<file path="src/rtl/lptc_pkg.sv">
// Function
// [RQ1] latch output goes 1 on set alone, 0 on reset, reset wins over set.
// [RQ2] latch holds its previous output while set and reset are both low.
// [RQ3] pulse generator alternates 1 and 0 for one period each while enabled.
// [RQ4] configuring party keeps the pulse period at 0.10 s or more.
// [RQ5] on-delay starts counting on trigger rise, output 1 when delay reached.
// [RQ6] once started, further trigger changes neither restart nor stop the on-delay.
// [RQ7] on-delay output and elapsed time clear only by reset, reset beats trigger.
// [RQ8] counter moves by one on each rising count edge, ignores falling edges.
// [RQ9] counter counts up when direction is 0, down when it is 1.
// [RQ10] counter stays in 0..9999, saturating at both ends.
// [RQ11] counter output is 1 when value is at or above the threshold.
// [RQ12] counter reset holds value 0000 and output 0, reset beats counting.
// [RQ13] count source must not toggle faster than 5 Hz.
// [RQ14] counter starts from 0000 after every power-up.
// [RQ15] all elapsed times start cleared after power is restored.
// [RQ16] pulse output is 0 while disabled; each enable rise starts a full high phase.
// [RQ17] all timing advances from a common hundredth-of-a-second tick.
package lptc_pkg;
    localparam int CLK_HZ = 20000000;
    localparam int TICK_HZ = 100;
    localparam int TICK_CYCLES = CLK_HZ / TICK_HZ;
    localparam int TIME_W = 16;
    localparam int CNT_W = 14;
    localparam logic [CNT_W-1:0] CNT_MAX = 14'h270f;
    localparam logic [CNT_W-1:0] CNT_RESET = 14'h0000;
    localparam logic [TIME_W-1:0] TIME_RESET = 16'h0000;
    localparam logic [TIME_W-1:0] PULSE_MIN = 16'h000a;
    localparam logic [31:0] AXI_DATA_RESET = 32'h00000000;
    // register byte offsets
    localparam logic [7:0] REG_CTRL = 8'h00;
    localparam logic [7:0] REG_STATUS = 8'h04;
    localparam logic [7:0] REG_PULSE_T = 8'h08;
    localparam logic [7:0] REG_DELAY_T = 8'h0c;
    localparam logic [7:0] REG_THRESH = 8'h10;
    localparam logic [7:0] REG_COUNT = 8'h14;
    localparam logic [7:0] REG_ELAPSED = 8'h18;
    // control bit positions
    localparam int CTRL_SOFT_SET = 0;
    localparam int CTRL_SOFT_RST = 1;
    localparam int CTRL_PULSE_EN = 2;
    localparam int CTRL_TRG = 3;
    localparam int CTRL_TRST = 4;
    localparam int CTRL_CNT = 5;
    localparam int CTRL_DIR = 6;
    localparam int CTRL_CRST = 7;
    localparam int CTRL_USE_PINS = 8;
    localparam int CTRL_W = 9;
    // status bit positions
    localparam int STAT_LATCH = 0;
    localparam int STAT_PULSE = 1;
    localparam int STAT_DELAY = 2;
    localparam int STAT_CNT = 3;
    localparam int STAT_RUNNING = 4;
    localparam logic [1:0] RESP_OKAY = 2'b00;
    localparam logic [1:0] RESP_SLVERR = 2'b10;
endpackage

</file>
<file path="src/rtl/lptc_tick_gen.sv">
`timescale 1ns/1ps
`default_nettype none
module lptc_tick_gen #(
    parameter int DIVIDE = lptc_pkg::TICK_CYCLES
) (
    input wire logic core_clk,
    input wire logic rst,
    output logic tick
);
    import lptc_pkg::*;
    localparam int DW = $clog2(DIVIDE + 1);
    initial begin
        if (DIVIDE < 2) $error("tick divider too small");
    end
    logic [DW-1:0] div_q, div_d;
    logic tick_q, tick_d;
    always_comb begin
        // one shared hundredth tick for every timer [RQ17]
        tick_d = (div_q == DW'(DIVIDE - 1));
        div_d = tick_d ? '0 : div_q + 1'b1;
    end
    always_ff @(posedge core_clk) begin
        if (rst) begin
            div_q <= '0;
            tick_q <= 1'b0;
        end else begin
            div_q <= div_d;
            tick_q <= tick_d;
        end
    end
    assign tick = tick_q;
endmodule
`default_nettype wire

</file>
<file path="src/rtl/lptc_sync.sv">
`timescale 1ns/1ps
`default_nettype none
module lptc_sync #(
    parameter int WIDTH = 6
) (
    input wire logic core_clk,
    input wire logic rst,
    input wire logic [WIDTH-1:0] async_in,
    output logic [WIDTH-1:0] sync_out
);
    import lptc_pkg::*;
    logic [WIDTH-1:0] meta_q, sync_q;
    initial begin
        if (WIDTH < 1) $error("sync width must be positive");
    end
    // first stage read by the second only
    always_ff @(posedge core_clk) begin
        if (rst) begin
            meta_q <= '0;
            sync_q <= '0;
        end else begin
            meta_q <= async_in;
            sync_q <= meta_q;
        end
    end
    assign sync_out = sync_q;
endmodule
`default_nettype wire

</file>
<file path="src/rtl/lptc_top.sv">
// Chosen here: the placing of the registers and register access over AXI4-Lite.
`timescale 1ns/1ps
`default_nettype none
module lptc_top #(
    parameter int TICK_DIV = lptc_pkg::TICK_CYCLES
) (
    input wire logic core_clk,
    input wire logic rst,
    input wire logic pinSet,
    input wire logic pinReset,
    input wire logic pinEnable,
    input wire logic pinTrigger,
    input wire logic pinTimerReset,
    input wire logic pinCount,
    input wire logic pinDir,
    input wire logic pinCountReset,
    output logic latchOut,
    output logic pulseOut,
    output logic delayOut,
    output logic countOut,
    input wire logic [7:0] s_axi_awaddr,
    input wire logic s_axi_awvalid,
    output logic s_axi_awready,
    input wire logic [31:0] s_axi_wdata,
    input wire logic [3:0] s_axi_wstrb,
    input wire logic s_axi_wvalid,
    output logic s_axi_wready,
    output logic [1:0] s_axi_bresp,
    output logic s_axi_bvalid,
    input wire logic s_axi_bready,
    input wire logic [7:0] s_axi_araddr,
    input wire logic s_axi_arvalid,
    output logic s_axi_arready,
    output logic [31:0] s_axi_rdata,
    output logic [1:0] s_axi_rresp,
    output logic s_axi_rvalid,
    input wire logic s_axi_rready
);
    import lptc_pkg::*;

    initial begin
        if (TICK_DIV < 2) $error("tick divider below two cycles");
    end

    logic tick;
    logic [7:0] pinsSync;
    lptc_tick_gen #(.DIVIDE(TICK_DIV)) u_lptc_tick_gen (
        .core_clk(core_clk),
        .rst(rst),
        .tick(tick)
    );
    lptc_sync #(.WIDTH(8)) u_lptc_sync (
        .core_clk(core_clk),
        .rst(rst),
        .async_in({pinCountReset, pinDir, pinCount, pinTimerReset, pinTrigger, pinEnable, pinReset, pinSet}),
        .sync_out(pinsSync)
    );

    // ---------------- register file ----------------
    logic [CTRL_W-1:0] ctrl_q, ctrl_d;
    logic [TIME_W-1:0] pulseT_q, pulseT_d, delayT_q, delayT_d;
    logic [CNT_W-1:0] thresh_q, thresh_d;
    logic awPend_q, awPend_d, wPend_q, wPend_d, bvalid_q, bvalid_d;
    logic [7:0] awAddr_q, awAddr_d;
    logic [31:0] wData_q, wData_d;
    logic [3:0] wStrb_q, wStrb_d;
    logic [1:0] bresp_q, bresp_d;
    logic rvalid_q, rvalid_d;
    logic [31:0] rdata_q, rdata_d;
    logic [1:0] rresp_q, rresp_d;
    logic doWrite;
    logic awReady_q, awReady_d, wReady_q, wReady_d, arReady_q, arReady_d;

    // ---------------- block state ----------------
    logic latch_q, latch_d;
    logic pulse_q, pulse_d, enPrev_q, enPrev_d;
    logic [TIME_W-1:0] pulseEl_q, pulseEl_d;
    logic delayOut_q, delayOut_d, running_q, running_d, trgPrev_q, trgPrev_d;
    logic [TIME_W-1:0] delayEl_q, delayEl_d;
    logic [CNT_W-1:0] count_q, count_d;
    logic cntPrev_q, cntPrev_d, countOut_q, countOut_d;

    // effective inputs: pins or software, chosen by control bit
    logic sSet, sRst, sEn, sTrg, sTrst, sCnt, sDir, sCrst;
    always_comb begin
        if (ctrl_q[CTRL_USE_PINS]) begin
            {sCrst, sDir, sCnt, sTrst, sTrg, sEn, sRst, sSet} = pinsSync;
        end else begin
            sSet = ctrl_q[CTRL_SOFT_SET];
            sRst = ctrl_q[CTRL_SOFT_RST];
            sEn = ctrl_q[CTRL_PULSE_EN];
            sTrg = ctrl_q[CTRL_TRG];
            sTrst = ctrl_q[CTRL_TRST];
            sCnt = ctrl_q[CTRL_CNT];
            sDir = ctrl_q[CTRL_DIR];
            sCrst = ctrl_q[CTRL_CRST];
        end
    end

    // axi write side: address and data taken in either order
    always_comb begin
        awPend_d = awPend_q;
        wPend_d = wPend_q;
        awAddr_d = awAddr_q;
        wData_d = wData_q;
        wStrb_d = wStrb_q;
        bvalid_d = bvalid_q;
        bresp_d = bresp_q;
        ctrl_d = ctrl_q;
        pulseT_d = pulseT_q;
        delayT_d = delayT_q;
        thresh_d = thresh_q;
        if (s_axi_awvalid && !awPend_q) begin
            awPend_d = 1'b1;
            awAddr_d = s_axi_awaddr;
        end
        if (s_axi_wvalid && !wPend_q) begin
            wPend_d = 1'b1;
            wData_d = s_axi_wdata;
            wStrb_d = s_axi_wstrb;
        end
        doWrite = awPend_q && wPend_q && !bvalid_q;
        if (doWrite) begin
            awPend_d = 1'b0;
            wPend_d = 1'b0;
            bvalid_d = 1'b1;
            bresp_d = RESP_OKAY;
            case (awAddr_q)
                REG_CTRL: begin
                    if (wStrb_q[0]) ctrl_d[7:0] = wData_q[7:0];
                    if (wStrb_q[1]) ctrl_d[CTRL_W-1:8] = wData_q[CTRL_W-1:8];
                end
                REG_PULSE_T: begin
                    if (wStrb_q[0]) pulseT_d[7:0] = wData_q[7:0];
                    if (wStrb_q[1]) pulseT_d[15:8] = wData_q[15:8];
                end
                REG_DELAY_T: begin
                    if (wStrb_q[0]) delayT_d[7:0] = wData_q[7:0];
                    if (wStrb_q[1]) delayT_d[15:8] = wData_q[15:8];
                end
                REG_THRESH: begin
                    if (wStrb_q[0]) thresh_d[7:0] = wData_q[7:0];
                    if (wStrb_q[1]) thresh_d[CNT_W-1:8] = wData_q[CNT_W-1:8];
                    // threshold range 0..9999 [RQ11]
                    if (thresh_d > CNT_MAX) thresh_d = CNT_MAX;
                end
                REG_STATUS, REG_COUNT, REG_ELAPSED: bresp_d = RESP_OKAY;
                default: bresp_d = RESP_SLVERR;
            endcase
        end
        if (bvalid_q && s_axi_bready) bvalid_d = 1'b0;
        awReady_d = !awPend_d;
        wReady_d = !wPend_d;
    end

    // axi read side
    always_comb begin
        rvalid_d = rvalid_q;
        rdata_d = rdata_q;
        rresp_d = rresp_q;
        if (s_axi_arvalid && !rvalid_q) begin
            rvalid_d = 1'b1;
            rresp_d = RESP_OKAY;
            rdata_d = AXI_DATA_RESET;
            case (s_axi_araddr)
                REG_CTRL: rdata_d[CTRL_W-1:0] = ctrl_q;
                REG_STATUS: begin
                    rdata_d[STAT_LATCH] = latch_q;
                    rdata_d[STAT_PULSE] = pulse_q;
                    rdata_d[STAT_DELAY] = delayOut_q;
                    rdata_d[STAT_CNT] = countOut_q;
                    rdata_d[STAT_RUNNING] = running_q;
                end
                REG_PULSE_T: rdata_d[TIME_W-1:0] = pulseT_q;
                REG_DELAY_T: rdata_d[TIME_W-1:0] = delayT_q;
                REG_THRESH: rdata_d[CNT_W-1:0] = thresh_q;
                REG_COUNT: rdata_d[CNT_W-1:0] = count_q;
                REG_ELAPSED: rdata_d[TIME_W-1:0] = delayEl_q;
                default: rresp_d = RESP_SLVERR;
            endcase
        end else if (rvalid_q && s_axi_rready) begin
            rvalid_d = 1'b0;
        end
        arReady_d = !rvalid_d;
    end

    // latch
    always_comb begin
        latch_d = latch_q; // [RQ2]
        if (sRst) latch_d = 1'b0; // [RQ1]
        else if (sSet) latch_d = 1'b1; // [RQ1]
    end

    // pulse generator; periods under the minimum are not served
    logic [TIME_W-1:0] pulsePeriod;
    always_comb begin
        pulsePeriod = (pulseT_q < PULSE_MIN) ? PULSE_MIN : pulseT_q; // [RQ4]
        enPrev_d = sEn;
        pulse_d = pulse_q;
        pulseEl_d = pulseEl_q;
        if (!sEn) begin
            pulse_d = 1'b0; // [RQ16]
            pulseEl_d = TIME_RESET; // [RQ3]
        end else if (!enPrev_q) begin
            pulse_d = 1'b1; // [RQ16]
            pulseEl_d = TIME_RESET;
        end else if (tick) begin
            if (pulseEl_q + 1'b1 >= pulsePeriod) begin
                pulse_d = !pulse_q; // [RQ3]
                pulseEl_d = TIME_RESET;
            end else begin
                pulseEl_d = pulseEl_q + 1'b1; // [RQ17]
            end
        end
    end

    // retentive on-delay
    always_comb begin
        trgPrev_d = sTrg;
        running_d = running_q;
        delayOut_d = delayOut_q;
        delayEl_d = delayEl_q;
        if (sTrst) begin
            running_d = 1'b0; // [RQ7]
            delayOut_d = 1'b0;
            delayEl_d = TIME_RESET;
        end else begin
            if (sTrg && !trgPrev_q && !running_q && !delayOut_q) running_d = 1'b1; // [RQ5] [RQ6]
            if (running_q && tick) begin
                if (delayEl_q + 1'b1 >= delayT_q) begin
                    delayOut_d = 1'b1; // [RQ5]
                    running_d = 1'b0;
                    delayEl_d = delayT_q;
                end else begin
                    delayEl_d = delayEl_q + 1'b1; // [RQ17]
                end
            end
            if (running_q && delayT_q == TIME_RESET) begin
                delayOut_d = 1'b1;
                running_d = 1'b0;
            end
        end
    end

    // up/down counter
    always_comb begin
        cntPrev_d = sCnt;
        count_d = count_q;
        if (sCrst) begin
            count_d = CNT_RESET; // [RQ12]
        end else if (sCnt && !cntPrev_q) begin // [RQ8]
            if (!sDir) begin
                if (count_q != CNT_MAX) count_d = count_q + 1'b1; // [RQ9] [RQ10]
            end else begin
                if (count_q != CNT_RESET) count_d = count_q - 1'b1; // [RQ9] [RQ10]
            end
        end
        countOut_d = !sCrst && (count_d >= thresh_q); // [RQ11] [RQ12]
    end

    always_ff @(posedge core_clk) begin
        if (rst) begin
            ctrl_q <= '0;
            pulseT_q <= PULSE_MIN;
            delayT_q <= TIME_RESET;
            thresh_q <= CNT_RESET;
            awPend_q <= 1'b0;
            wPend_q <= 1'b0;
            awAddr_q <= '0;
            wData_q <= AXI_DATA_RESET;
            wStrb_q <= '0;
            bvalid_q <= 1'b0;
            bresp_q <= RESP_OKAY;
            rvalid_q <= 1'b0;
            rdata_q <= AXI_DATA_RESET;
            rresp_q <= RESP_OKAY;
            awReady_q <= 1'b1;
            wReady_q <= 1'b1;
            arReady_q <= 1'b1;
        end else begin
            ctrl_q <= ctrl_d;
            pulseT_q <= pulseT_d;
            delayT_q <= delayT_d;
            thresh_q <= thresh_d;
            awPend_q <= awPend_d;
            wPend_q <= wPend_d;
            awAddr_q <= awAddr_d;
            wData_q <= wData_d;
            wStrb_q <= wStrb_d;
            bvalid_q <= bvalid_d;
            bresp_q <= bresp_d;
            rvalid_q <= rvalid_d;
            rdata_q <= rdata_d;
            rresp_q <= rresp_d;
            awReady_q <= awReady_d;
            wReady_q <= wReady_d;
            arReady_q <= arReady_d;
        end
    end

    always_ff @(posedge core_clk) begin
        if (rst) begin
            latch_q <= 1'b0;
        end else begin
            latch_q <= latch_d;
        end
    end

    always_ff @(posedge core_clk) begin
        if (rst) begin
            pulse_q <= 1'b0;
            enPrev_q <= 1'b0;
            pulseEl_q <= TIME_RESET; // [RQ15]
        end else begin
            pulse_q <= pulse_d;
            enPrev_q <= enPrev_d;
            pulseEl_q <= pulseEl_d;
        end
    end

    always_ff @(posedge core_clk) begin
        if (rst) begin
            delayOut_q <= 1'b0;
            running_q <= 1'b0;
            trgPrev_q <= 1'b0;
            delayEl_q <= TIME_RESET; // [RQ15]
        end else begin
            delayOut_q <= delayOut_d;
            running_q <= running_d;
            trgPrev_q <= trgPrev_d;
            delayEl_q <= delayEl_d;
        end
    end

    always_ff @(posedge core_clk) begin
        if (rst) begin
            count_q <= CNT_RESET; // [RQ14]
            cntPrev_q <= 1'b0;
            countOut_q <= 1'b0;
        end else begin
            count_q <= count_d;
            cntPrev_q <= cntPrev_d;
            countOut_q <= countOut_d;
        end
    end

    // ready kept in its own flop so every port leaves a register
    assign s_axi_awready = awReady_q;
    assign s_axi_wready = wReady_q;
    assign s_axi_bvalid = bvalid_q;
    assign s_axi_bresp = bresp_q;
    assign s_axi_arready = arReady_q;
    assign s_axi_rvalid = rvalid_q;
    assign s_axi_rdata = rdata_q;
    assign s_axi_rresp = rresp_q;
    assign latchOut = latch_q;
    assign pulseOut = pulse_q;
    assign delayOut = delayOut_q;
    assign countOut = countOut_q;
endmodule
`default_nettype wire

</file>
<file path="config.mk">
export PLATFORM = sky130hd
export DESIGN_NAME = lptc_top
export DESIGN_NICKNAME = d
export VERILOG_FILES = /design/src/rtl/lptc_pkg.sv /design/src/rtl/lptc_tick_gen.sv /design/src/rtl/lptc_sync.sv /design/src/rtl/lptc_top.sv
export SDC_FILE = /design/constraint.sdc
export NUM_CORES = 1
export LEC_CHECK = 0
export ABC_AREA = 1
export ABC_CLOCK_PERIOD_IN_PS = 2500
export BUFFER_PORTS_ARGS = -buffer_cell sky130_fd_sc_hd__buf_4
export CAP_MARGIN = 25
export CORE_ASPECT_RATIO = 1.1
export CORE_MARGIN = 1.5
export CORE_UTILIZATION = 54
export DETAILED_ROUTE_END_ITERATION = 6
export PLACE_DENSITY_LB_ADDON = 0.05
export SYNTH_ARGS = -nofsm -noshare
export SYNTH_HDL_FRONTEND = slang
export SYNTH_HIERARCHICAL = 1
export SYNTH_SLANG_ARGS = --single-unit
</file>
<file path="constraint.sdc">
create_clock -name core_clk -period 2.5 [get_ports core_clk]
set_input_delay 0.125 -clock core_clk [delete_from_list [all_inputs] [get_ports core_clk]]
set_output_delay 0.125 -clock core_clk [all_outputs]
set_load 0.005 [all_outputs]
</file>
After elaboration in Yosys (flattened, before gate mapping). Cells that the tools add are included.

Register bits after elaboration: 197. Logic and storage cells: 158. Output and inout port bits: 45. Input bits: 67.

Order comparisons: 5. Reductions and logical operators: 51. Bitwise logic cells: 2. Muxes and demuxes: 44. Eq/ne operators: 16. Add/subtract/negate cells: 5.

Operators by type and width (count): 14-bit 2-to-1 mux (6); 8-bit by 5-bit == test with 1-bit output, second input constant (6); 16-bit 2-to-1 mux (3); 5-bit case mux with 7 select lines (1); 16-bit by 1-bit adder with 16-bit output, second input constant (2); 8-bit by 4-bit == test with 1-bit output, second input constant (4); 16-bit >= comparator (2); 5-bit case mux with 5 select lines (1); 8-bit 2-to-1 mux (3); 4-bit case mux with 6 select lines (1); 1-bit 2-to-1 mux (23); 18-bit by 1-bit adder with 18-bit output, second input constant (1); 18-bit == test, second input constant (1); 6-bit 2-to-1 mux (3); 3-bit AND reduction (6); 8-bit by 3-bit == test with 1-bit output, second input constant (2); 16-bit logical NOT (1); 8-bit logical NOT (2); 16-bit by 4-bit less-than comparator with 1-bit output, second input constant (1); 14-bit by 1-bit adder with 14-bit output, second input constant (1); 14-bit >= comparator (1); 14-bit > comparator, second input constant (1); 1-bit logical AND (14); 14-bit != test, second input constant (1); 12 further kinds (36).

Depth between registers and ports, before layout. Gate-level depths: netlist of the first run.

Depth after elaboration: 7. Mapped depth: 21. Depth with buffers taken out: 21.

Cells and area by module. The synthesis of the first run kept the hierarchy.

Modules (own cells, without submodules): lptc_top (cells an instance 1445, instances 1, area each 9613.0 um^2); lptc_tick_gen (cells an instance 140, instances 1, area each 947.2 um^2); lptc_sync (cells an instance 50, instances 1, area each 474.2 um^2).

Worst setup path after synthesis of the first run. OpenSTA, ideal clock, no wires.

Kind: register -> register. From: reg delayEl_q[0]. To: reg delayEl_q[13]. Stages on the path, launching flop included: 19. Setup slack: 0.042 ns. Buffers on the path: 1. Arrival time: 2.349 ns. Path through: dfxtp_1 -> ha_1 -> nand2_1 -> nor2_1 -> nand2_1 -> o21ai_0 -> nand2_1 -> ha_1 -> nand2_1 -> inv_1 -> nand2_1 -> a21oi_1 -> nor2_2 -> nand2_2 -> buf_6 -> nand3_1 -> nand3_1 -> nand2_1 -> inv_1.

Cells in the longest elaborated chain, start to end: 3.

RTL lines: from (decl) (RTL line lptc_top.sv:79) `logic [TIME_W-1:0] delayEl_q, delayEl_d;`; from (signal assigned) (RTL line lptc_top.sv:331) `delayEl_q <= delayEl_d;`; 16-bit by 1-bit adder with 16-bit output (*) (RTL line lptc_top.sv:230, lptc_top.sv:235); 16-bit >= comparator (RTL line lptc_top.sv:230) `if (delayEl_q + 1'b1 >= delayT_q) begin`; 16-bit 2-to-1 mux (*) (RTL line lptc_top.sv:230).

Every way passes the cells marked *; elsewhere a longest branch is shown, timed or not. A chain may end at the register's enable or synchronous reset.

Worst setup path after layout of the first run.
From: reg pulseEl_q[0]. To: reg pulseEl_q[3].

Cells in the longest elaborated chain, start to end: 3.

RTL lines: from (decl) (RTL line lptc_top.sv:77) `logic [TIME_W-1:0] pulseEl_q, pulseEl_d;`; from (signal assigned) (RTL line lptc_top.sv:317) `pulseEl_q <= pulseEl_d;`; 16-bit by 1-bit adder with 16-bit output (*) (RTL line lptc_top.sv:208, lptc_top.sv:212); 16-bit >= comparator (RTL line lptc_top.sv:208) `if (pulseEl_q + 1'b1 >= pulsePeriod) begin`; 16-bit 2-to-1 mux (*) (RTL line lptc_top.sv:208).

Marks and branches as above.

==> results of run 1 <==
## worst max-delay path: cells and delay by family (launching register included)
kind,cells,cell delay (ns)
AOI/OAI and AO/OA,2,0.20
DFF,1,0.37
adders and majority gates,2,0.46
and+or+nand+nor,10,1.12
buffers and inverters,1,0.17
xor gates and xnor gates,1,0.16
## cell usage after synthesis (2+ instances only)
library cell / number / area, um2
nand2_1: 342 / 1280
nor2_1: 213 / 800
inv_1: 212 / 796
dfxtp_1: 195 / 3900
o21ai_0: 138 / 691
a21oi_1: 127 / 636
nand3_1: 89 / 445
ha_1: 51 / 638
nand4_1: 36 / 225
xor2_1: 26 / 228
clkbuf_1: 22 / 82.6
buf_4: 21 / 158
buf_2: 18 / 90.1
nor2_2: 18 / 113
nor3_1: 17 / 85.1
o22ai_1: 17 / 106
nand2_2: 8 / 50.1
nor4_1: 8 / 50.1
xnor2_1: 8 / 70.1
buf_6: 6 / 67.6
inv_2: 5 / 18.8
o21bai_1: 5 / 37.5
nand3_2: 4 / 40.0
nand3b_1: 4 / 30.0
nor2_4: 4 / 45.0
a21oi_2: 3 / 26.3
a31oi_1: 3 / 18.8
nor3_2: 3 / 30.0
o211ai_1: 3 / 22.5
o21ai_1: 3 / 15.0
or2_2: 3 / 18.8
buf_1: 2 / 7.51
nand2_4: 2 / 22.5
nor3_4: 2 / 32.5
o21ai_2: 2 / 17.5
o31ai_1: 2 / 15.0
## cells by family after synthesis
| kind of cell | Yosys count | synth area share |
|---|---|---|
| simple gates | 754 | 0.297 |
| xor+xnor | 35 | 0.0285 |
| mux | 1 | 0.000907 |
| other cells | 1 | 0.000340 |
| flops | 195 | 0.354 |
| buf+inv | 288 | 0.112 |
| fa+ha+maj | 51 | 0.0578 |
| compound gates | 310 | 0.149 |
## layout by cell type (no fill, tap or decap), types with 6 or more instances in the layout
| cell type | Yosys | layout |
|---|---|---|
| nand2_1 | 342 | 310 |
| inv_1 | 212 | 202 |
| nor2_1 | 213 | 194 |
| buf_4 | 21 | 179 |
| dfxtp_1 | 195 | 171 |
| o21ai_0 | 138 | 130 |
| a21oi_1 | 127 | 106 |
| nand3_1 | 89 | 80 |
| ha_1 | 51 | 41 |
| dlygate4sd3_1 | 0 | 41 |
| nand4_1 | 36 | 36 |
| nor2_2 | 18 | 26 |
| a21oi_2 | 3 | 24 |
| nand2_2 | 8 | 23 |
| nand2_4 | 2 | 20 |
| conb_1 | 1 | 18 |
| clkbuf_16 | 0 | 18 |
| xor2_1 | 26 | 17 |
| o22ai_1 | 17 | 17 |
| dfxtp_2 | 0 | 17 |
| nor2_4 | 4 | 15 |
| inv_2 | 5 | 14 |
| nor3_1 | 17 | 14 |
| ha_4 | 0 | 10 |
| o21ai_1 | 3 | 9 |
| xor2_2 | 0 | 8 |
| nand3_2 | 4 | 8 |
| buf_6 | 6 | 8 |
| dfxtp_4 | 0 | 7 |
| nor3_2 | 3 | 6 |
## metrics by stage
step | power [mW] | utilization
2_1_floorplan | 3.59 | -
3_3_place_gp | 3.78 | 0.617
3_5_place_dp | 3.79 | 0.617
4_1_cts | 6.72 | 0.673
5_1_grt | 6.91 | 0.719
6_report | 6.71 | 0.719
## state kept, by name, summed over array words and instances (netlist names), 2 cells and up
register and flops:
thresh_q 14, delayEl_q 16, u_lptc_tick_gen/div_q 18, count_q 14, pulseEl_q 16, s_axi_rdata 16
wData_q 16, wStrb_q 2, delayT_q 16, pulseT_q 16, awAddr_q 8, u_lptc_sync/meta_q 8
u_lptc_sync/sync_out 8, ctrl_q 9
## final timing paths
kind | endpoint | depth (start not counted) | slack, ns
setup / recovery | pulseEl_q[3]$_SDFFE_PP0P_ | 16 | -0.09
hold / removal | s_axi_rresp[1]$_SDFFE_PP0P_ | 3 | 0.02
setup reg to reg | pulseEl_q[3]$_SDFFE_PP0P_ | 16 | -0.09
hold reg to reg | u_lptc_sync/sync_out[5]$_SDFF_PP0_ | 2 | 0.40
## layer usage
layer  vias up  share of wire
met5         -              0
met3       100          0.058
met4         0          0.048
met1      5257           0.41
met2       415           0.49
li1       5668              -
## repair_timing
item,CTS,global route
gates resized for setup,17,194
cloned,0,5
hold buffers,41,0
setup buffers,3,15
endpoints found under the setup margin,35,36
pin swaps,4,63
hold endpoints to repair,46,0
## report_power, final
group          leakage, nW  internal [mW]  switching (mW)  total, mW
Clock                0.308           1.47            1.45       2.92
Sequential            1.60           3.17          0.0885       3.26
Combinational         4.63          0.230           0.295      0.525
Total                 6.54           4.88            1.83       6.71
## cell type report
type	count	area, um2
inverter	218	821
clock inverter	15	208
tap	252	315
multi-input combinational	1171	6700
timing repair buffer	232	1910
sequential	195	3950
clock buffer	17	425
fill	1685	5600
==> flow_results.org, run 1 <==
** Setup path
- Critical path start-end classification :: reg2reg
- Of all nets on the critical path, the largest fanout is 8.
- The largest single stage delay on the critical path is 0.37 ns.
- Worst flop-to-flop path startpoint :: pulseEl_q[0]$_SDFFE_PP0P_
- The slowest stage of the critical path belongs to the cell dfxtp_4.
- For the worst setup path, the data required time is 2.87 ns.
- At the worst endpoint, the arrival time is around 3.0 ns.
- The worst setup path is captured at a flip-flop.
- Tracing the worst setup path back leads to its startpoint at pulseEl_q[0]$_SDFFE_PP0P_.
- The worst setup path is launched from a flip-flop.
- Ordered cell list for the critical path :: ha_4 -> nand3_4 -> nor2_4 -> nand3_4 -> nor2_1 -> nand2_1 -> xnor2_2 -> ha_1 -> nand2_1 -> o21ai_2 -> nor2_2 -> nand2_4 -> nor2_4 -> buf_12 -> nand2_4 -> a21oi_2

** Drt
- Antenna violation net count after detailed routing :: 0
- Vias per cell :: 5.45
- Avg WL per Cell :: 17.0 um
- For this block, the initial DRC count from the detailed router was 974.
- Detailed-route DRC error count :: 6
- Final wirelength :: between 30000 and 40000 um
- Pre-antenna DRT Iters :: 7
- For this block, the via count after detailed routing is 11440.

** GRT
- Busiest layer in global routing :: met2
- In the global route stage, met2 resource usage came out at 0.547.
- The number of global-route vias before repair came to 10457.
- Antenna violations before repair :: 0
- Across every metal layer, demand over resource in global routing totals 0.318.
- For this run the aggregate overflow at the end of global routing stands at 0.
- The first global-routing pass estimated roughly 53000 um of wire.
- In the global route stage, met3 resource usage came out at 0.0420.
- Entering global routing, the biggest net connects 89 pins.
- For met1 alone, demand over resource in global routing was 0.386.

** Power and ir drop
- In this run the static leakage power is 6.54 nW.
- For this design the ratio of total power to cell area is 468 nW/um2.
- Worst ir drop on vdd :: 0.000414 V

** STA
- The smallest clock period supported by the final layout is computed as 2.59 ns.
- Clock skew on the completed layout was measured at 0.0124 ns.
- Max-slew headroom at the worst pin :: 0.385
- RSZ-0062 raised after global routing :: yes
- Across all setup checks in the final design, the least slack found is -0.0933 ns.
- Final-layout setup total negative slack :: -1.20 ns
- Setup violations remaining at the end of the flow were counted as 16.
- The number of pins exceeding their max-slew limit in the final report was 0.
- Hold is met by 0.0246 ns.
- Portion of the clock cycle consumed by the worst path in the final layout :: 1.04
- At the pin with the least slew margin, the transition time is 0.919 ns.
- Static timing analysis puts the maximum clock frequency at 386 MHz.
- The total count of hold-check failures in the final report is 0.

** Floorplan
- The core region is 19900 um2.
- Die Height :: 153 um
- Number of placement rows :: 54
- For this configuration, the core starts out at a cell density of 0.554.
- Floorplan die area :: 21300 um2
- 112 I/O pins were placed.
- Floorplan die width :: 139 um

** Synth
- Gate count of the mapped netlist :: 1635
- Mean instance size in the synthesized netlist :: 6.75 um2
- Among all flip-flop cells after synthesis, the most frequent one is dfxtp_1.
- Synthesized cell area :: between 10000 and 15000 um2
- Distinct cell type count of the synthesized netlist :: 49
- Sequential area share after synthesis :: 0.354
- Counting flops and latches in the post-synthesis netlist gives between 150 and 200.
- For this run, asynchronously set or reset flops after synthesis account for 0.
- Yosys warning count :: 6
- Number of synthesized flops with an enable pin :: 0

** Clock network
- TritonCTS built the clock tree.
- The H-tree generated during clock tree synthesis spans 4 levels.
- Clock Root Buffer :: clkbuf_16
- Clock-pin slew was measured on the worst setup and hold paths at 0.08 ns.
- Count of clock tree sinks :: 195
- The longest clock path from root to sink contains 2 buffers.
- Clock Latency Late Sink :: 0.45 ns
- Clock tree synthesis inserted a total of 17 buffers.

** Place
- Worst setup timing slack at the placement stage :: -0.0761 ns
- Number of I/O port buffers :: 75
- Routability Congestion :: between 0.9 and 1
- The number of placed instances, taps included, is 2005.
- In this run the cell area measured after placement is about 12000 um2.
- Half-perimeter wire length after detailed placement :: 25400 um

** Cells and area
- Diode insertion count for antenna repair :: 0
- Share of final-layout standard cells stronger than drive strength 1 :: 0.231
- After routing the design area is 14300 um2.
- The net count of the finished layout is 1953.
- Relative to the synthesized area, the layout overhead comes to 29.9%.
- Post-layout instance count excluding filler cells :: 2100

** Worst hold path
- Source of the worst hold timing path :: s_axi_araddr[3]
- In this run the worst hold path is classified as in2reg.

** Outcome
- Result of the run :: finished with violations
- The final reports fail on design-rule violations, negative setup slack.

** Job
- Max_cap viols :: 0
Note: power is estimated with default switching activity, not from simulation.
==> run 2, diff against run 1 <==
Settings changed: SYNTH_HIERARCHICAL 1 to default.
==> flow_results.org, run 2 <==
** Outcome
- Result of the run :: finished with violations
- Failing checks :: design-rule violations, negative setup slack

** STA
- Minimum period implied by the final worst setup slack :: 2.55 ns (-0.0443 ns)
- Final number of setup-violating endpoints :: 11 (-5)
- Measured slew at the worst slew-check pin :: 0.693 ns (-0.225 ns)
- Fmax :: 392 MHz (+1.7%)
- Worst Skew :: 0.0134 ns (+0.000964 ns)
- Portion of the clock cycle consumed by the worst path in the final layout :: 1.02 (-0.0177)
- Number of pins with negative max-slew slack in the final report :: 0 (unchanged)
- RSZ-0062 raised after global routing :: yes
- Final-layout setup total negative slack :: -0.145 ns (+1.05 ns)
- The total count of hold-check failures in the final report came to 0 (unchanged).
- The worst slew margin relative to its limit is 0.537 (+0.152).
- The minimum setup slack in the final design was -0.0490 ns (+0.0443 ns).

** Cells and area
- The multi-input combinational cell area is 6600 um2 (-1.5%).
- From synthesis to final layout, the design area changed by 31.1%.
- Leaving out fill and tap cells, the most frequent cell in the layout is nand2_1.
- Nets@finish :: 1986 (+1.7%)
- Ranked by flip-flop count, first place goes to u_lptc_tick_gen.div_q.
- The flip-flop count of the largest register after layout was 18 (unchanged).
- Combined flip-flop and latch cell area :: 3970 um2 (+0.54%)
- The total of fill cells in the finished design was 1635 (-3.0%).
- The antenna diode count was 0 (unchanged).
- The top cell types in the final layout, fill and taps aside, are nand2_1 (338), buf_4 (208), inv_1 (196).
- The share of final-layout standard cells stronger than drive strength 1 was 0.245 (+0.0142).
- Post-layout instance count excluding filler cells :: 2132 (+1.5%)

** Place
- Half-perimeter wire length after detailed placement :: 24900 um (-2.2%)
- Instance count after placement with tap cells included :: 2035 (+1.5%)
- Number of I/O port buffers :: 75 (unchanged)
- The routability-driven placement congestion ratio came to 0.946 (about the same).

** Floorplan
- Number of placement rows :: 54 (unchanged)
- Floorplan die area :: 21400 um2 (+0.28%)
- The starting utilization of the core area came to 0.555 (+0.00157).
- The placeable core region is 19900 um2 (unchanged).
- The I/O pin count is 112 (unchanged).
- The horizontal die dimension came to 139 um (+0.14%).
- Die Height :: 153 um (+0.14%)

** Synth
- Summed over all instances, the cell type with the most area after synthesis is dfxtp_1.
- The mapped cell area came to 11100 um2 (+0.28%).
- Sequential area share after synthesis :: 0.353 (-0.00100)
- The share of the synthesized area in compound gates (AO/OA/AOI/OAI) came to 0.139 (-0.0104).
- Gate count of the mapped netlist :: 1642 (+0.43%)
- Top-count cell post-synth :: nand2_1
- Basic-gate share of the synthesized area counting and, or, nand and nor cells :: 0.307 (+0.0100)
- Distinct cell type count of the synthesized netlist :: 48 (-2.0%)
- Top cell type's share of synthesized area :: 0.353 (-0.00100)
- The mean instance size in the synthesized netlist came to 6.74 um2 (-0.14%).
- The number of synthesis warnings is 0 (-6).
- Sorting the synthesized cells by area gives the leading types as dfxtp_1 (35%), nand2_1 (12%), inv_1 (7.1%), nor2_1 (6.8%), ha_1 (5.9%).
- Most common library cells after synthesis :: nand2_1 (364), inv_1 (209), nor2_1 (201), dfxtp_1 (195), a21oi_1 (125)
- The xor/xnor share of the synthesized area is 0.0299 (+0.00139).
- Synth Area in Adders :: 0.0588 (+0.000967)
- Among all flip-flop cells after synthesis, the most frequent one is dfxtp_1.
- The multiplexer fraction of the synthesized cell area came to 0.000905 (-0.00000256).
- Synth async-reset ratio :: 0 (unchanged)
- Flip-flop and latch count after synthesis :: 195 (unchanged)
- Combinational family with the most area after synthesis :: simple AND/OR/NAND/NOR gates
- Number of synthesized flops with an enable pin :: 0 (unchanged)

** Drt
- Number of DRC markers in iteration 0 :: 1103 (+13%)
- Detailed-route DRC error count :: 3 (-3)
- Final wirelength :: 34700 um (-2.5%)
- The number of iterations in the first detailed-routing pass is 7 (unchanged).
- The number of routed nets with antenna violations was 0 (unchanged).
- Vias after detailed routing :: 11634 (+1.7%)
- The final routed wire length divided by cell count came to 16.3 um (-4.0%).
- Vias per cell :: 5.46 (+0.17%)

** Setup path
- The worst setup path is of the reg2reg kind.
- Minimum setup slack among reg-to-reg paths :: -0.05 ns (+0.04 ns)
- STA classifies the critical path endpoint as a flip-flop.
- Data arrival time of the critical path :: 2.92 ns (-0.04 ns)
- The worst setup path is launched from a flip-flop.
- The data required time of the critical path is 2.87 ns (about the same).
- CP Max Fanout :: 12 (+4)

** Power and ir drop
- Reported net switching power :: 1.85 mW (+1.2%)
- P_int :: 4.90 mW (+0.41%)
- Combinational Power Share :: 0.082 (+0.004)
- Proportion of total power due to net switching :: 0.274 (+0.00154)
- Share of power burned in the clock network :: 0.436 (about the same)
- The sequential share of power is 0.481 (-0.005).
- LEAKAGE :: 6.65 nW (+1.6%)
- The worst supply voltage drop on vdd is 0.000483 V (+17%).
- The ratio of total power to cell area was 465 nW/um2 (-0.57%).

** Clock network
- The maximum clock insertion buffer count was 2 (unchanged).
- Clock-pin slew reported for the worst setup and hold paths after clock tree synthesis :: 0.08 ns (about the same)
- The CTS sink count is 195 (unchanged).
- Clock Root Buffer :: clkbuf_16
- H-tree levels :: 4 (unchanged)
- Clock tree from TritonCTS :: done
- The CTS buffer count came to 17 (unchanged).
- The insertion delay to the later sink of the worst-skew pair was 0.45 ns (about the same).

** GRT
- The global-route usage over all layers was 0.316 (-0.00107).
- GR Overflow Total :: 0 (unchanged)
- The largest net degree at the start of global routing is 87 (-2.2%).
- The initial antenna violation count was 0 (unchanged).
- The first-pass GRT wire length came to 53600 um (+0.19%).
- Number of global-route vias before repair :: 10475 (+0.17%)

** Job
- The max-cap violation count is 0 (unchanged).

** Worst hold path
- Worst min-delay path class :: in2reg
-- run 2: cell count changes in the layout (fill, tap and decap cells not counted), sizes merged, moves of 7 or more --
| cell | previous run | this run |
|---|---|---|
| nand3 | 93 | 100 |
| nor2 | 235 | 218 |
| o21ai | 143 | 136 |
| nand2 | 354 | 374 |
| buf | 190 | 223 |
-- run 2: kinds of logic (layout without fill, tap and decap cells) --
group | count (synthesis) | after routing
AOI/OAI and AO/OA | 293 | 293
muxes | 1 | 1
xor gates and xnor gates | 36 | 36
other | 1 | 18
adders and majority gates | 52 | 52
DFF | 195 | 195
and+or+nand+nor | 774 | 774
buffers and inverters | 290 | 511
-- run 2: path summary, 6_finish.rpt --
check	from	end	cells after the start
worst min register to register	u_lptc_sync.meta_q[4]$_SDFF_PP0_	u_lptc_sync.sync_out[4]$_SDFF_PP0_	2
worst max-delay path	pulseEl_q[1]$_SDFFE_PP0P_	pulseEl_q[14]$_SDFFE_PP0P_	15
worst min-delay path	s_axi_wdata[3]	wData_q[3]$_SDFFE_PP0P_	3
worst max register to register	pulseEl_q[1]$_SDFFE_PP0P_	pulseEl_q[14]$_SDFFE_PP0P_	15
-- run 2: layout make-up --
class / count / share of cell area
multi-input cells: 1174 / 0.455
clock inverters: 15 / 0.0154
inverters: 218 / 0.0566
well taps: 252 / 0.0217
flip-flops and latches: 195 / 0.274
repair buffers: 261 / 0.148
clock buffers: 17 / 0.0293
-- run 2: power by group through the flow --
| stage | Combinational [mW] | Clock, mW | Sequential [mW] |
|---|---|---|---|
| after floorplan | 0.309 | 0 | 3.29 |
| after global placement | 0.467 | 0 | 3.33 |
| after detailed placement | 0.473 | 0 | 3.33 |
| after CTS | 0.524 | 2.96 | 3.26 |
| after global routing | 0.614 | 3.10 | 3.26 |
| final | 0.556 | 2.94 | 3.25 |
-- run 2: what timing repair did --
action	in CTS	in global routing
hold buffers	38	0
pin swaps	9	58
buffers inserted	4	23
gates resized for setup	22	186
hold endpoints to repair	42	0
setup endpoints to repair	34	36
-- run 2: stage by stage --
step / total power, mW / utilization / cell area, um2 / setup slack (ns) / hold WS [ns]
floorplan: 3.60 / - / 11100 / 0.0772 / 0.224
global placement: 3.80 / 0.630 / 12600 / -0.0568 / 0.312
detailed placement: 3.80 / 0.630 / 12600 / -0.125 / 0.315
CTS: 6.74 / 0.687 / 13700 / -0.0838 / 0.0367
global route: 6.97 / 0.728 / 14500 / -0.271 / 0.0676
finish: 6.75 / 0.728 / 14500 / -0.0490 / 0.0349
-- run 2: metal layers --
metal | routed length, um | track usage | vias to the layer above | share of wire
met5 | 0 | 0 | - | 0
met2 | 17100 | 0.554 | 449 | 0.49
li1 | - | - | 5725 | -
met4 | 1180 | 0.110 | 0 | 0.034
met3 | 2200 | 0.0395 | 85 | 0.063
met1 | 14200 | 0.400 | 5375 | 0.41
-- run 2: critical path: stages (launching register included) --
cell	delay [ns]
dfxtp_4	0.38
nand3_4	0.09
nor3b_4	0.29
nand2_2	0.14
nor2_4	0.12
xor2_2	0.15
ha_1	0.28
nand2_2	0.09
o21bai_1	0.12
a21oi_2	0.08
nor2_2	0.14
nand2_2	0.10
nor2_4	0.13
buf_12	0.14
nand2_1	0.08
a21oi_2	0.13
==> run 3, diff against run 2 <==
Settings changed: GPL_TIMING_DRIVEN from default to 0.
==> flow_results.org, run 3 (synthesis gave the netlist of run 2 again) <==
** STA
- The worst slew margin relative to its limit came to 0.352 (-0.185).
- The transition time of the tightest slew-check pin was 0.971 ns (+0.278 ns).
- Fmax :: 376 MHz (-4.3%)
- The final worst-path cycle share came to 1.07 (+0.0456).
- The shortest period the worst path allows was 2.66 ns (+0.114 ns).
- Setup repair after global routing could not meet its margin everywhere.
- Worst Skew :: 0.0120 ns (-0.00140 ns)
- Worst-case hold slack :: 0.0128 ns (-0.0221 ns)
- Final number of setup-violating endpoints :: 31 (+20)
- Final hold vios :: 0 (unchanged)
- Least setup slack across all paths after layout :: -0.163 ns (-0.114 ns)
- Number of pins with negative max-slew slack in the final report :: 0 (unchanged)

** Place
- Number of I/O port buffers :: 74 (-1.3%)
- Instance count after placement with tap cells included :: 1985 (-2.5%)
- Half-perimeter wire length after detailed placement :: 25200 um (+1.3%)
- The routability-driven placement congestion ratio came to 1.00 (+6.2%).

** GRT
- The number of global-route vias before repair came to 10456 (-0.18%).
- The first-pass GRT wire length came to 53300 um (-0.57%).
- Gr usage total :: 0.318 (+0.00116)
- GR Overflow Total :: 0 (unchanged)
- The initial antenna violation count was 0 (unchanged).
- The largest net degree at the start of global routing is 19 (-78%).

** Power and ir drop
- Flop pwr share :: 0.486 (+0.005)
- The net switching component of the power came to 1.74 mW (-6.0%).
- The leakage power came to 6.54 nW (-1.6%).
- The ratio of total power to cell area came to 458 nW/um2 (-1.5%).
- The clock group share of total power was 0.425 (-0.011).
- Combinational Power Share :: 0.089 (+0.007)
- P_int :: 4.92 mW (+0.43%)
- Proportion of total power due to net switching :: 0.261 (-0.0130)
- The worst supply voltage drop on vdd is 0.000463 V (-4.2%).

** Clock network
- The maximum clock insertion buffer count is 2 (unchanged).
- Clock-pin slew reported for the worst setup and hold paths after clock tree synthesis :: 0.08 ns (about the same)
- In this run the clock root is driven by a clkbuf_16.
- Clock Latency Late Sink :: 0.45 ns (about the same)
- TritonCTS buffer count :: 17 (unchanged)
- Count of clock tree sinks :: 195 (unchanged)
- The number of H-tree levels was 4 (unchanged).
- TritonCTS built the clock tree.

** Cells and area
- Syn-to-layout area delta :: 31.3%
- The post-layout net count is 1966 (-1.0%).
- The top cell types in the final layout, fill and taps aside, are nand2_1 (322), inv_1 (189), nor2_1 (180).
- The non-filler instance count after layout came to 2112 (-0.94%).
- The antenna diode count was 0 (unchanged).
- The share of final-layout standard cells stronger than drive strength 1 came to 0.254 (+0.00962).
- Count of fill cells added during filler insertion :: 1577 (-3.5%)
- Commonest non-fill, non-tap cell in the layout :: nand2_1
- Register containing the most flip-flops in the final layout :: u_lptc_tick_gen.div_q
- The flip-flop count of the largest register after layout came to 18 (unchanged).

** Setup path
- CP Capture Type :: flip-flop
- Minimum setup slack among reg-to-reg paths :: -0.16 ns (-0.11 ns)
- Crit path required time :: 2.88 ns (about the same)
- Critical path start-end classification :: reg2reg
- The data arrival time of the worst path was 3.04 ns (+0.12 ns).
- STA classifies the critical path startpoint as a flip-flop.
- The highest net fanout along the worst path is 5 (-7).

** Floorplan
- Floorplan die area :: 21400 um2 (unchanged)
- The horizontal die dimension is 139 um (unchanged).
- The floorplan row count is 54 (unchanged).
- The overall die height was 153 um (unchanged).
- I/O Pins :: 112 (unchanged)
- The starting utilization of the core area is 0.555 (unchanged).
- The placeable core region came to 19900 um2 (unchanged).

** Outcome
- The run finished, with violations left.
- The final reports fail on design-rule violations, negative setup slack.

** Drt
- The number of iterations in the first detailed-routing pass is 7 (unchanged).
- Detailed-route DRC error count :: 3 (unchanged)
- The total via count in the routed design came to 11683 (+0.42%).
- Final wirelength :: 36100 um (+3.8%)
- Number of DRC markers in iteration 0 :: 1060 (-3.9%)
- Vias per cell :: 5.53 (+1.4%)
- Avg WL per Cell :: 17.1 um (+4.8%)
- The number of routed nets with antenna violations was 0 (unchanged).

** Worst hold path
- Worst min-delay path class :: in2reg

** Job
- Max_cap viols :: 0 (unchanged)
## run 3: through the flow
stage / utilization / setup TNS (ns) / worst slack [ns] / power (mW) / area, um2
detailed placement: 0.602 / -13.39 / -0.564 / 3.82 / 12000
global route: 0.729 / -6.99 / -0.300 / 6.86 / 14500
floorplan: - / 0 / 0.0772 / 3.60 / 11100
finish: 0.729 / -2.62 / -0.163 / 6.66 / 14500
CTS: 0.678 / -0.365 / -0.0311 / 6.63 / 13500
global placement: 0.602 / -11.75 / -0.512 / 3.81 / 12000
## run 3: path summary, 6_finish.rpt
kind                                   endpoint                        startpoint  cells after the start
min reg2reg  u_lptc_sync.sync_out[1]$_SDFF_PP0_  u_lptc_sync.meta_q[1]$_SDFF_PP0_                      2
min                     wData_q[1]$_SDFFE_PP0P_                    s_axi_wdata[1]                      3
max                  pulseEl_q[14]$_SDFFE_PP0P_         pulseEl_q[1]$_SDFFE_PP0P_                     14
max reg2reg          pulseEl_q[14]$_SDFFE_PP0P_         pulseEl_q[1]$_SDFFE_PP0P_                     14
## run 3: critical path: stages (launching register included)
cell	delay (ns)
dfxtp_4	0.38
nand3_4	0.09
nor3b_4	0.30
nand2_2	0.18
nor2_4	0.16
xor2_2	0.20
ha_4	0.24
a21oi_2	0.16
o21ai_1	0.10
nor2_2	0.19
nand2_4	0.08
nor2_4	0.15
buf_6	0.15
nand2_1	0.05
a21oi_1	0.14
## run 3: metal layers
metal	GRT usage	wire (um)	vias to the layer above
li1	-	-	5679
met1	0.400	14800	5390
met2	0.544	17300	505
met3	0.0454	2490	109
met4	0.133	1490	0
met5	0	0	-
## run 3: area by class of cell
type                            instances  area (um2)  share of cell area
Buffer                                 71         460              0.0317
Clock buffer                           21         470              0.0324
Clock inverter                         11         138             0.00947
Inverter                              218         825              0.0567
Multi-Input combinational cell       1174        6890               0.474
Sequential cell                       195        3990               0.274
Tap cell                              252         315              0.0217
Timing Repair Buffer                  170        1450              0.0997
## run 3: power by group through the flow
stage                     logic, mW  clock network (mW)  registers [mW]
after global routing          0.648                2.97            3.24
after detailed placement      0.498                   0            3.32
after CTS                     0.554                2.84            3.24
final                         0.589                2.83            3.24
after floorplan               0.309                   0            3.29
after global placement        0.490                   0            3.32
## run 3: timing repair
item | CTS | global route
setup endpoints to repair | 36 | 36
gates cloned | 1 | 3
setup buffers | 26 | 34
resized for setup | 113 | 191
hold buffers | 36 | 0
pin swaps | 31 | 85
hold endpoints to repair | 38 | 0
